$ cat src/shared/aiaf_pkg.sv
// Constants for the amplifier indirect access and fault block
package aiaf_pkg;

  // ****************************************
  // Register indices (byte address = 4 * index)
  // ****************************************
  localparam logic [15:0] IDX_DSP_MODE = 16'h0000;
  localparam logic [15:0] IDX_AMP_FAULT = 16'h0010;
  localparam logic [15:0] IDX_DC_GUARD = 16'h0014;
  localparam logic [15:0] IDX_ROM_RUN = 16'hff01;
  localparam logic [15:0] IDX_SYS_EVT = 16'hff03;
  localparam logic [15:0] IDX_TGT_ADDR = 16'hff40;
  localparam logic [15:0] IDX_XFER_LEN = 16'hff41;
  localparam logic [15:0] IDX_XFER_DATA = 16'hff42;
  localparam logic [15:0] IDX_XFER_CMD = 16'hff43;
  localparam logic [15:0] IDX_TGT_SEL = 16'hff45;

  // ****************************************
  // Codes
  // ****************************************
  localparam logic [7:0] TGT_AMP = 8'h18;
  localparam logic [7:0] CMD_WRITE = 8'h02;
  localparam logic [7:0] RD_ONE = 8'h01;
  localparam logic [7:0] RD_TWO = 8'h02;

  // ****************************************
  // Field positions and reset values
  // ****************************************
  localparam logic [3:0] DC_GUARD_RST = 4'h8;
  localparam int DC_TH_LSB = 2;
  localparam int DC_TIME_BIT = 1;
  localparam int DC_GUARD_ENABLE_BIT = 0;
  localparam int FLAG_DC_BIT = 6;
  localparam logic [1:0] TH_12P5 = 2'h1;
  localparam logic [1:0] TH_18P75 = 2'h2;
  localparam logic [1:0] TH_25 = 2'h3;

  // ****************************************
  // Timing
  // ****************************************
  localparam int CLK_PERIOD_NS = 10;
  localparam int DC_TIME_SHORT_MS = 342;
  localparam int DC_TIME_LONG_MS = 684;
  localparam int DC_SHORT_CYC = DC_TIME_SHORT_MS * 1000000 / CLK_PERIOD_NS;
  localparam int DC_LONG_CYC = DC_TIME_LONG_MS * 1000000 / CLK_PERIOD_NS;
  localparam int SINC_LOG2 = 8;
  localparam int SINC_LEN = 1 << SINC_LOG2;
  localparam logic [8:0] LVL_12P5 = 9'(SINC_LEN >> 3);
  localparam logic [8:0] LVL_18P75 = 9'((SINC_LEN * 3) >> 4);
  localparam logic [8:0] LVL_25 = 9'(SINC_LEN >> 2);

  // Readback arming after a write command
  typedef enum logic {ARM_IDLE, ARM_READ} aiaf_arm_e;

endpackage

$ cat src/rtl/aiaf_top.sv
// Amplifier indirect access bridge with DC guard and fault flags
`timescale 1ns/1ps

module aiaf_top
  import aiaf_pkg::*;
#(
  parameter int DC_SHORT_LIMIT = DC_SHORT_CYC,
  parameter int DC_LONG_LIMIT = DC_LONG_CYC
) (
  input wire logic clk,
  input wire logic sys_rst,
  input wire logic [17:0] avs_address,
  input wire logic avs_read,
  input wire logic avs_write,
  input wire logic [31:0] avs_writedata,
  input wire logic [3:0] avs_byteenable,
  output logic [31:0] avs_readdata,
  output logic avs_waitrequest,
  output logic amp_xfer_start,
  output logic amp_xfer_write,
  output logic [7:0] amp_xfer_addr,
  output logic [7:0] amp_xfer_len,
  output logic [23:0] amp_xfer_data,
  input wire logic amp_rd_valid,
  input wire logic [15:0] amp_rd_data,
  input wire logic pwm_pos,
  input wire logic pwm_neg,
  input wire logic [5:0] amp_fault_evt,
  input wire logic [7:0] sys_event_in,
  output logic amp_shutdown,
  output logic amp_fault_pin_n,
  output logic sys_fault_pin_n,
  output logic [31:0] dsp_mode,
  output logic [7:0] rom_run
);

  // ****************************************
  // Declarations
  // ****************************************
  logic wait_reg;
  logic [31:0] rdata_reg;
  logic [31:0] rd_mux;
  logic wr_acc;
  logic [15:0] idx;
  logic [7:0] wbyte;
  logic [31:0] dsp_mode_reg;
  logic [7:0] rom_run_reg;
  logic [7:0] tgt_addr_reg;
  logic [7:0] xfer_len_reg;
  logic [7:0] tgt_sel_reg;
  logic [23:0] data_reg;
  logic [15:0] rd_result_reg;
  aiaf_arm_e arm_reg;
  logic start_reg;
  logic xwrite_reg;
  logic [7:0] xlen_reg;
  logic [3:0] dc_guard_reg;
  logic [5:0] amp_flag_reg;
  logic dc_fault_reg;
  logic [7:0] sys_flag_reg;
  logic amp_pin_n_reg;
  logic sys_pin_n_reg;
  logic [SINC_LOG2-1:0] sinc_cnt_reg;
  logic signed [9:0] sinc_acc_reg;
  logic signed [9:0] sinc_sum;
  logic [8:0] sinc_mag;
  logic [8:0] lvl;
  logic dc_over_reg;
  logic [29:0] persist_reg;
  logic [29:0] persist_lim;
  logic dc_guard_enable;
  logic cmd_go;
  logic rd_go;
  logic data_wr;

  // Register index match
  function automatic logic hit(input logic [15:0] a,
                               input logic [15:0] i);
    hit = (a == i);
  endfunction

  assign idx = avs_address[17:2];
  assign wbyte = avs_writedata[7:0];
  assign wr_acc = avs_write && !wait_reg && avs_byteenable[0];
  assign dc_guard_enable = dc_guard_reg[DC_GUARD_ENABLE_BIT];

  // ****************************************
  // Avalon-MM slave handshake
  // ****************************************

  // One wait cycle, then acknowledge for one cycle
  always_ff @(posedge clk or posedge sys_rst) begin
    if (sys_rst) begin
      wait_reg <= 1'b1;
    end else if ((avs_read || avs_write) && wait_reg) begin
      wait_reg <= 1'b0;
    end else begin
      wait_reg <= 1'b1;
    end
  end

  // Read data mux, unmapped reads as zero
  always_comb begin
    rd_mux = 32'h0;
    if (hit(idx, IDX_DSP_MODE)) begin
      rd_mux = dsp_mode_reg;
    end else if (hit(idx, IDX_AMP_FAULT)) begin
      rd_mux = {24'h0, 1'b0, dc_fault_reg, amp_flag_reg};
    end else if (hit(idx, IDX_DC_GUARD)) begin
      rd_mux = {28'h0, dc_guard_reg};
    end else if (hit(idx, IDX_ROM_RUN)) begin
      rd_mux = {24'h0, rom_run_reg};
    end else if (hit(idx, IDX_SYS_EVT)) begin
      rd_mux = {24'h0, sys_flag_reg};
    end else if (hit(idx, IDX_TGT_ADDR)) begin
      rd_mux = {24'h0, tgt_addr_reg};
    end else if (hit(idx, IDX_XFER_LEN)) begin
      rd_mux = {24'h0, xfer_len_reg};
    end else if (hit(idx, IDX_XFER_DATA)) begin
      rd_mux = {16'h0, rd_result_reg};
    end else if (hit(idx, IDX_TGT_SEL)) begin
      rd_mux = {24'h0, tgt_sel_reg};
    end
  end

  // Read data captured as wait drops
  always_ff @(posedge clk or posedge sys_rst) begin
    if (sys_rst) begin
      rdata_reg <= 32'h0;
    end else if (avs_read && wait_reg) begin
      rdata_reg <= rd_mux;
    end
  end

  // ****************************************
  // Plain control registers
  // ****************************************

  // DSP mode word with byte enables
  always_ff @(posedge clk or posedge sys_rst) begin
    if (sys_rst) begin
      dsp_mode_reg <= 32'h0;
    end else if (avs_write && !wait_reg &&
                 hit(idx, IDX_DSP_MODE)) begin
      for (int b = 0; b < 4; b++) begin
        if (avs_byteenable[b]) begin
          dsp_mode_reg[8*b +: 8] <= avs_writedata[8*b +: 8];
        end
      end
    end
  end

  // ROM run control
  always_ff @(posedge clk or posedge sys_rst) begin
    if (sys_rst) begin
      rom_run_reg <= 8'h0;
    end else if (wr_acc && hit(idx, IDX_ROM_RUN)) begin
      rom_run_reg <= wbyte;
    end
  end

  // DC guard control, upper bits reserved
  always_ff @(posedge clk or posedge sys_rst) begin
    if (sys_rst) begin
      dc_guard_reg <= DC_GUARD_RST;
    end else if (wr_acc && hit(idx, IDX_DC_GUARD)) begin
      dc_guard_reg <= wbyte[3:0];
    end
  end

  // ****************************************
  // Indirect staging
  // ****************************************
  assign cmd_go = wr_acc && hit(idx, IDX_XFER_CMD) &&
                  wbyte == CMD_WRITE && tgt_sel_reg == TGT_AMP;
  assign data_wr = wr_acc && hit(idx, IDX_XFER_DATA);
  assign rd_go = data_wr && arm_reg == ARM_READ &&
                 (wbyte == RD_ONE || wbyte == RD_TWO) &&
                 tgt_sel_reg == TGT_AMP;

  // Target select, address and length hold their values
  always_ff @(posedge clk or posedge sys_rst) begin
    if (sys_rst) begin
      tgt_sel_reg <= 8'h0;
      tgt_addr_reg <= 8'h0;
      xfer_len_reg <= 8'h0;
    end else if (wr_acc) begin
      if (hit(idx, IDX_TGT_SEL)) begin
        tgt_sel_reg <= wbyte;
      end
      if (hit(idx, IDX_TGT_ADDR)) begin
        tgt_addr_reg <= wbyte;
      end
      if (hit(idx, IDX_XFER_LEN)) begin
        xfer_len_reg <= wbyte;
      end
    end
  end

  // Data bytes shift in, first byte ends most significant
  always_ff @(posedge clk or posedge sys_rst) begin
    if (sys_rst) begin
      data_reg <= 24'h0;
    end else if (data_wr && !rd_go) begin
      data_reg <= {data_reg[15:0], wbyte};
    end
  end

  // Readback armed by a write command, any other accepted write disarms
  always_ff @(posedge clk or posedge sys_rst) begin
    if (sys_rst) begin
      arm_reg <= ARM_IDLE;
    end else if (cmd_go) begin
      arm_reg <= ARM_READ;
    end else if (wr_acc) begin
      arm_reg <= ARM_IDLE;
    end
  end

  // Transfer request toward the amplifier register portion
  always_ff @(posedge clk or posedge sys_rst) begin
    if (sys_rst) begin
      start_reg <= 1'b0;
      xwrite_reg <= 1'b0;
      xlen_reg <= 8'h0;
    end else begin
      start_reg <= cmd_go || rd_go;
      if (cmd_go) begin
        xwrite_reg <= 1'b1;
        xlen_reg <= xfer_len_reg;
      end else if (rd_go) begin
        xwrite_reg <= 1'b0;
        xlen_reg <= wbyte;
      end
    end
  end

  // Returned readback value
  always_ff @(posedge clk or posedge sys_rst) begin
    if (sys_rst) begin
      rd_result_reg <= 16'h0;
    end else if (amp_rd_valid) begin
      rd_result_reg <= amp_rd_data;
    end
  end

  // ****************************************
  // DC detection
  // ****************************************
  assign sinc_sum = sinc_acc_reg +
                    ((pwm_pos && !pwm_neg) ? 10'sd1 :
                     (pwm_neg && !pwm_pos) ? -10'sd1 : 10'sd0);
  assign sinc_mag = sinc_sum[9] ? 9'(-sinc_sum) : 9'(sinc_sum);

  // Level selected by threshold code
  always_comb begin
    case (dc_guard_reg[DC_TH_LSB +: 2])
      TH_12P5: lvl = LVL_12P5;
      TH_18P75: lvl = LVL_18P75;
      TH_25: lvl = LVL_25;
      default: lvl = 9'h1ff;
    endcase
  end

  // Sinc window over the PWM difference
  always_ff @(posedge clk or posedge sys_rst) begin
    if (sys_rst) begin
      sinc_cnt_reg <= '0;
      sinc_acc_reg <= 10'sd0;
      dc_over_reg <= 1'b0;
    end else if (!dc_guard_enable) begin
      sinc_cnt_reg <= '0;
      sinc_acc_reg <= 10'sd0;
      dc_over_reg <= 1'b0;
    end else begin
      sinc_cnt_reg <= sinc_cnt_reg + 1'b1;
      if (&sinc_cnt_reg) begin
        sinc_acc_reg <= 10'sd0;
        dc_over_reg <= dc_guard_reg[DC_TH_LSB +: 2] != 2'h0 &&
                       sinc_mag >= lvl;
      end else begin
        sinc_acc_reg <= sinc_sum;
      end
    end
  end

  assign persist_lim = dc_guard_reg[DC_TIME_BIT] ?
                       30'(DC_LONG_LIMIT) : 30'(DC_SHORT_LIMIT);

  // Persistence count of cycles spent under an over-level verdict
  always_ff @(posedge clk or posedge sys_rst) begin
    if (sys_rst) begin
      persist_reg <= 30'h0;
    end else if (!dc_guard_enable || !dc_over_reg) begin
      persist_reg <= 30'h0;
    end else if (persist_reg < persist_lim) begin
      persist_reg <= persist_reg + 30'h1;
    end
  end

  // DC latch, only reset clears it
  always_ff @(posedge clk or posedge sys_rst) begin
    if (sys_rst) begin
      dc_fault_reg <= 1'b0;
    end else if (dc_guard_enable && persist_reg >= persist_lim) begin
      dc_fault_reg <= 1'b1;
    end
  end

  // ****************************************
  // Sticky fault flags
  // ****************************************
  genvar g;
  generate
    for (g = 0; g < 6; g++) begin : g_amp_flag
      // Set wins over a write of zero
      always_ff @(posedge clk or posedge sys_rst) begin
        if (sys_rst) begin
          amp_flag_reg[g] <= 1'b0;
        end else if (amp_fault_evt[g]) begin
          amp_flag_reg[g] <= 1'b1;
        end else if (wr_acc && hit(idx, IDX_AMP_FAULT) &&
                     !wbyte[g]) begin
          amp_flag_reg[g] <= 1'b0;
        end
      end
    end
    for (g = 0; g < 8; g++) begin : g_sys_flag
      // Set wins over a write of zero
      always_ff @(posedge clk or posedge sys_rst) begin
        if (sys_rst) begin
          sys_flag_reg[g] <= 1'b0;
        end else if (sys_event_in[g]) begin
          sys_flag_reg[g] <= 1'b1;
        end else if (wr_acc && hit(idx, IDX_SYS_EVT) &&
                     !wbyte[g]) begin
          sys_flag_reg[g] <= 1'b0;
        end
      end
    end
  endgenerate

  // Fault pins low while any flag stands
  always_ff @(posedge clk or posedge sys_rst) begin
    if (sys_rst) begin
      amp_pin_n_reg <= 1'b1;
      sys_pin_n_reg <= 1'b1;
    end else begin
      amp_pin_n_reg <= !(|amp_flag_reg || dc_fault_reg);
      sys_pin_n_reg <= !(|sys_flag_reg);
    end
  end

  // ****************************************
  // Outputs
  // ****************************************
  assign avs_readdata = rdata_reg;
  assign avs_waitrequest = wait_reg;
  assign amp_xfer_start = start_reg;
  assign amp_xfer_write = xwrite_reg;
  assign amp_xfer_addr = tgt_addr_reg;
  assign amp_xfer_len = xlen_reg;
  assign amp_xfer_data = data_reg;
  assign amp_shutdown = dc_fault_reg;
  assign amp_fault_pin_n = amp_pin_n_reg;
  assign sys_fault_pin_n = sys_pin_n_reg;
  assign dsp_mode = dsp_mode_reg;
  assign rom_run = rom_run_reg;

endmodule

$ cat config.mk
export PLATFORM = sky130hd
export DESIGN_NAME = aiaf_top
export DESIGN_NICKNAME = d
export VERILOG_FILES = /design/src/shared/aiaf_pkg.sv /design/src/rtl/aiaf_top.sv
export SDC_FILE = /design/constraint.sdc
export NUM_CORES = 1
export LEC_CHECK = 0
export ABC_AREA = 0
export BUFFER_PORTS_ARGS = -buffer_cell sky130_fd_sc_hd__buf_4
export CORE_ASPECT_RATIO = 1.2
export CORE_MARGIN = 2
export CORE_UTILIZATION = 50
export DETAILED_ROUTE_END_ITERATION = 8
export PLACE_DENSITY = 0.79
export SYNTH_ARGS = -nofsm -noshare
export SYNTH_HDL_FRONTEND = slang
export SYNTH_SLANG_ARGS = --single-unit
$ cat constraint.sdc
create_clock -name clk -period 8.02 [get_ports clk]
set_input_delay 0.401 -clock clk [delete_from_list [all_inputs] [get_ports clk]]
set_output_delay 0.401 -clock clk [all_outputs]
set_load 0.05 [all_outputs]
==> reports/metrics.cfg, run 1 <==
[global_routing]
grt_pass1_wl_mm = 44.2
grt.total_usage_pct = 23.9
first_global_vias = 8459
grt_overflow = 0
antenna_found_initial = 0
grt_max_degree = 140

[yosys]
synth_top_area_share_pct = 49.5
synthAdderAreaFrac_pct = 3.47
yosys.area_share.simple_pct = 18.1
synthXorXnorAreaFrac_pct = 4.36
yosysTopAreaCell = dfrtp_1
synth_top_flop_cell = dfrtp_1
async_reset_ff_share_pct = 100
syn_area_mm2 = 0.0108
netlist_top_cells_area = dfrtp_1 (49%), mux2_2 (11%), xnor2_1 (3.5%)
synth-edff-count = 0
synth_top_family_by_area = simple AND/OR/NAND/NOR gates
synth_mux_area_share_pct = 12.4
synth-compound-area-share_pct = 7.89
ys_seq_elements = 218
yosysSeqAreaShare_pct = 50.4
syn_nets = 1114
synth_warnings = 0
synth.avg_cell_area_um2 = 10.9
syn_inst = 993
synth.distinct_cells = 74

[clocking]
cts_sinks = 218
clkTransAtPathRegs_ns = 0.06
root_buffer = clkbuf_16
cts_max_level = 1
postCtsSetupBuffers = 0
insertion_delay_ns = 0.53
cts-buffers-inserted = 24
clockBufferDepth = 3
cts_resized = 0
cts_hold_buf = 0
cts_tree = yes

[die]
dieHeight_um = 165
initial_core_util_pct = 51.3
std_cell_rows = 58
core_mm2 = 0.0211
die_x_um = 138
ios = 209
die_area_mm2 = 0.0228

[finish]
syn2layout_area_growth_pct = 23.7
final_area_mm2 = 0.0134
antennaDiodeCount = 0
drive_gt1_share_pct = 32.9
nFillCells = 1660
postLayoutCoreUtil_pct = 63.4
fin_nets = 1297

[worst_setup_path]
crit_slowest_cell = nor2_2
startpoint_type = input pin
regToRegSetupSlack_ns = 4.57
crit_path_cell_trace = buf_4 > or3b_2 > nand4b_1 > nor3_2 > nand2_1 > nor2_2 > mux2_2
crit_fanout = 24
crit-reg2reg-launch = sinc_acc_reg[0]$_DFF_PP0_
worstSetupPathType = input pin to flip-flop
r2r_end = dc_over_reg$_DFFE_PP0P_
max_stage_delay_ns = 0.94
worst_ep_required_time_ns = 8.41
path_delay_family = simple AND/OR/NAND/NOR gates
crit_buf_inv = 1
rr_worst_depth = 14
arrival_ns = 4.06
cp-end-kind = flip-flop

[routing]
drtIter0Drc = 694
via_per_inst = 5.76
route.detailed.drc = 0
wirelength_mm = 27.9
drtAntennaViolNets = 0
routedWlPerCell_um = 19.1
drtPass1Iterations = 7
dr_total_vias = 8427

[min_path]
worst_hold_path.endpoint = avs_waitrequest$_DFF_PP1_
whs_path_depth = 2
hp-start = avs_write
hold_path.class = input pin to flip-flop

[run]
maxCapViolCount = 0

[timing]
hold_viol_final = 0
drv_slew = 0
fin_crit_ns = 3.67
finalCritPeriodShare_pct = 45.8
rsz0062_at_grt = no
tightest_slew_ns = 1.18
fmax_ghz = 0.272
setup_viol = 0
fin_worst_skew_ns = 0.0284
max_slew_margin_pct = 20.9
fin_setup_tns_ns = 0

[power_and_ir_drop]
total_power_mw = 2.59
p_leak_nw = 6.37
power.density_mw_per_mm2 = 193
ir_drop_mv = 0.195

[placement]
place_hpwl_mm = 19.9
gp_congestion = 0.866
dpl-instance-area_mm2 = 0.0125
port_buffers = 206

[status]
status = complete, no violations

-- metal layers --
metal	part of all wire, %	vias to the layer above	global-route usage [%]
li1	-	3914	-
met5	0	-	0
met1	38	4137	28.7
met2	51	307	42.4
met4	4.2	0	9.46
met3	7.0	69	4.90
-- worst reg2reg max path, delay by kind of cell (launching register included) --
family          cells  cell delay (ns)
xor+xnor            2             0.45
compound gates      7             1.47
simple gates        3             0.55
fa+ha+maj           2             0.54
flops               1             0.37
-- area by class of cell --
cell class | count | area (µm²) | area share [%]
timing repair buffer | 211 | 1580 | 11.8
sequential | 218 | 5460 | 40.8
clock buffer | 30 | 663 | 4.95
inverter | 23 | 93.8 | 0.701
tap | 270 | 338 | 2.52
multi-input combinational | 698 | 5010 | 37.4
clock inverter | 14 | 243 | 1.81
-- cells in the final DEF (no fill, tap or decap), types with 5 or more instances in the layout --
cell / instances
nor3_1: 28
buf_4: 211
a21oi_1: 18
nor2b_1: 8
a31oi_1: 8
a222oi_1: 5
nand4_1: 11
a221oi_1: 12
clkbuf_16: 24
and2_1: 19
nand3_1: 48
nor2_1: 84
mux2i_1: 9
o21ai_0: 37
or3_1: 6
nand3b_1: 7
or4_1: 6
nand2b_1: 18
xor2_1: 9
xnor2_1: 43
bufinv_16: 6
ha_1: 30
mux2_2: 108
a211oi_1: 5
nor4_1: 17
and3_1: 13
nor3_2: 5
a22oi_1: 5
a21o_1: 6
nand2_1: 66
inv_1: 22
nor4b_1: 5
dfrtp_1: 214
-- where the power goes --
part	switching, mW	internal (mW)	leakage, nW
registers	0.0148	1.12	2.90
clock network	0.461	0.782	0.435
logic	0.135	0.0777	3.04
total	0.611	1.98	6.37
-- synthesized netlist by cell type, types with 12 or more instances --
library cell and count:
a21oi_1 18, a221oi_1 12, and2_1 19, and3_1 13
clkbuf_1 29, dfrtp_1 214, ha_1 30, inv_1 23
mux2_2 108, nand2_1 66, nand2b_1 18, nand3_1 48
nor2_1 84, nor3_1 28, nor4_1 17, o21ai_0 37
xnor2_1 43
-- how the worst max path moves through the flow --
stage	startpoint	end	slack, ns	cells after the start
floorplan	sys_rst	amp_flag_reg[0]$_DFFE_PP0P_	1.66	1
global placement	avs_address[7]	amp_xfer_data[3]$_DFFE_PP0P_	3.82	7
detailed placement	avs_address[7]	amp_xfer_data[4]$_DFFE_PP0P_	3.82	7
CTS	avs_address[7]	amp_xfer_data[12]$_DFFE_PP0P_	4.31	7
global route	pwm_pos	dc_over_reg$_DFFE_PP0P_	4.00	17
finish	avs_address[7]	amp_xfer_data[12]$_DFFE_PP0P_	4.35	7
-- metrics by stage --
stage / worst slack [ns] / hold slack, ns / cells
6_report: 4.35 / 0.0513 / 1464
5_1_grt: 4.00 / 0.0481 / 1464
4_1_cts: 4.31 / 0.0373 / 1464
3_5_place_dp: 3.82 / 0.438 / 1420
3_3_place_gp: 3.82 / 0.435 / 1420
2_1_floorplan: 1.66 / 0.382 / 993
-- logic make-up (layout without fill, tap and decap cells) --
group	count (synthesis)	in the layout
mux	120	120
xor+xnor	53	53
compound gates	124	124
fa+ha+maj	30	30
flops	218	218
simple gates	371	371
buf+inv	77	278
Note: power is estimated with default switching activity, not from simulation.
==> inputs of run 2 (changes only) <==
clock period = 3.6 ns   (was 8.02 ns; I/O delays follow)
==> run 2 against run 1 <==
Effect of this change:
- setup slack got worse by 4.1 ns
- clock-buffer cell count fell by 2
- final area rose by 4.5%
- register-to-register slack got worse by 4.3 ns
- critical endpoint is now dc_over_reg$_DFFE_PP0P_
- first-iteration DRC count rose by 2.3%
==> reports/metrics.cfg, run 2 (same netlist as run 1, synthesis figures left out) <==
[status]
status = complete, no violations

[finish]
postLayoutCoreUtil_pct = 66.3
antennaDiodeCount = 0
final_cell_mix = buf_4 (221), dfrtp_1 (214), mux2_2 (108), nor2_1 (84), nand2_1 (66)
drive_gt1_share_pct = 31.9
final_common_cell = buf_4
syn2layout_area_growth_pct = 29.3
fin_nets = 1367

[routing]
drtAntennaViolNets = 0
route.detailed.drc = 0
drtPass1Iterations = 5
drtIter0Drc = 710
dr_total_vias = 8759
via_per_inst = 5.71
routedWlPerCell_um = 19.4
wirelength_mm = 29.7

[timing]
drv_slew = 0
setup_slack_ns = 0.272
setup_viol = 0
fin_setup_tns_ns = 0
hold_viol_final = 0
finalCritPeriodShare_pct = 92.5
max_slew_margin_pct = 32.4
fin_crit_ns = 3.33
rsz0062_at_grt = no
fin_worst_skew_ns = 0.0188
tightest_slew_ns = 1.01
fmax_ghz = 0.300
holdWs_ns = 0.0157

[die]
std_cell_rows = 58
die_area_mm2 = 0.0228
core_mm2 = 0.0211
ios = 209
initial_core_util_pct = 51.3
dieHeight_um = 165
die_x_um = 138

[clocking]
clkTransAtPathRegs_ns = 0.06
clockBufferDepth = 3
cts_hold_buf = 60
cts_resized = 0
insertion_delay_ns = 0.52
root_buffer = clkbuf_16
cts_max_level = 1
cts-buffers-inserted = 23
postCtsSetupBuffers = 0
cts_sinks = 218
cts_tree = yes

[global_routing]
grt_pass1_wl_mm = 47.9
first_global_vias = 9064
grt_max_degree = 163
grt_overflow = 0
grt.total_usage_pct = 25.8
antenna_found_initial = 0

[placement]
port_buffers = 206
gp_congestion = 0.884
dp_slack_ns = 0.0269
place_hpwl_mm = 20.1

[worst_setup_path]
arrival_ns = 3.75
crit_fanout = 10
startpoint_type = flip-flop
cp-end-kind = flip-flop
worst_ep_required_time_ns = 4.02
cp-startpoint = sinc_acc_reg[0]$_DFF_PP0_
worstSetupPathType = flip-flop to flip-flop
crit-reg2reg-launch = sinc_acc_reg[0]$_DFF_PP0_

[min_path]
hold_path.class = input pin to flip-flop
hp-start = avs_writedata[4]

[power_and_ir_drop]
p_seq_share_pct = 45.1
sw_frac_of_total_pct = 24.1
ir_drop_mv = 0.372
internal-power_mw = 4.26
clockPowerShare_pct = 45.3
total_power_mw = 5.62
combPwrFrac_pct = 9.6
power.density_mw_per_mm2 = 401
p_leak_nw = 6.64
p_switching_mw = 1.36

[run]
maxCapViolCount = 0

==> run 2: cell type report <==
class                      instances  area, µm²
tap                              270        338
clock buffer                      28        634
clock inverter                    14        185
sequential                       218       5460
timing repair buffer             282       2280
inverter                          23       90.1
fill                            1542       7120
multi-input combinational        698       5010
==> run 2: metal layers <==
metal | routed length [µm] | up-vias | track usage [%]
met2 | 15400 | 286 | 46.4
met3 | 1590 | 73 | 3.98
met1 | 11700 | 4348 | 31.8
met5 | 0 | - | 0
li1 | - | 4052 | -
met4 | 1030 | 0 | 9.32
==> run 2: metrics by stage <==
stage / cells / area [µm²]
after floorplan: 993 / 10800
after global placement: 1431 / 12600
after detailed placement: 1431 / 12600
after CTS: 1533 / 14000
after global routing: 1533 / 14000
final: 1533 / 14000
==> run 2: final timing paths <==
kind	endpoint	slack, ns	cells past startpoint
setup / recovery	dc_over_reg$_DFFE_PP0P_	0.27	14
hold / removal	dsp_mode[4]$_DFFE_PP0P_	0.02	2
setup reg to reg	dc_over_reg$_DFFE_PP0P_	0.27	14
hold reg to reg	amp_fault_pin_n$_DFF_PP1_	0.43	1
max in group asynchronous	dsp_mode[24]$_DFFE_PP0P_	2.45	4
min in group asynchronous	sinc_cnt_reg[7]$_DFF_PP0_	0.45	4
==> run 2: critical path, stage by stage (launching register included) <==
cell and delay (ns):
dfrtp_1 0.36, ha_1 0.24, and2_2 0.22, a221oi_1 0.35
o21ai_0 0.18, a2bb2oi_1 0.20, xnor2_2 0.37, nor2b_1 0.22
xnor2_1 0.09, ha_1 0.29, a21oi_1 0.05, nor2b_1 0.10
o21ai_0 0.09, a211o_1 0.27, a31oi_1 0.20
==> run 2: power by group through the flow <==
stage	logic, mW	clock network [mW]	registers [mW]
after floorplan	0.194	0	2.66
after detailed placement	0.479	0	2.57
after CTS	0.536	2.57	2.53
final	0.540	2.55	2.53
after global routing	0.581	2.69	2.53
after global placement	0.471	0	2.57
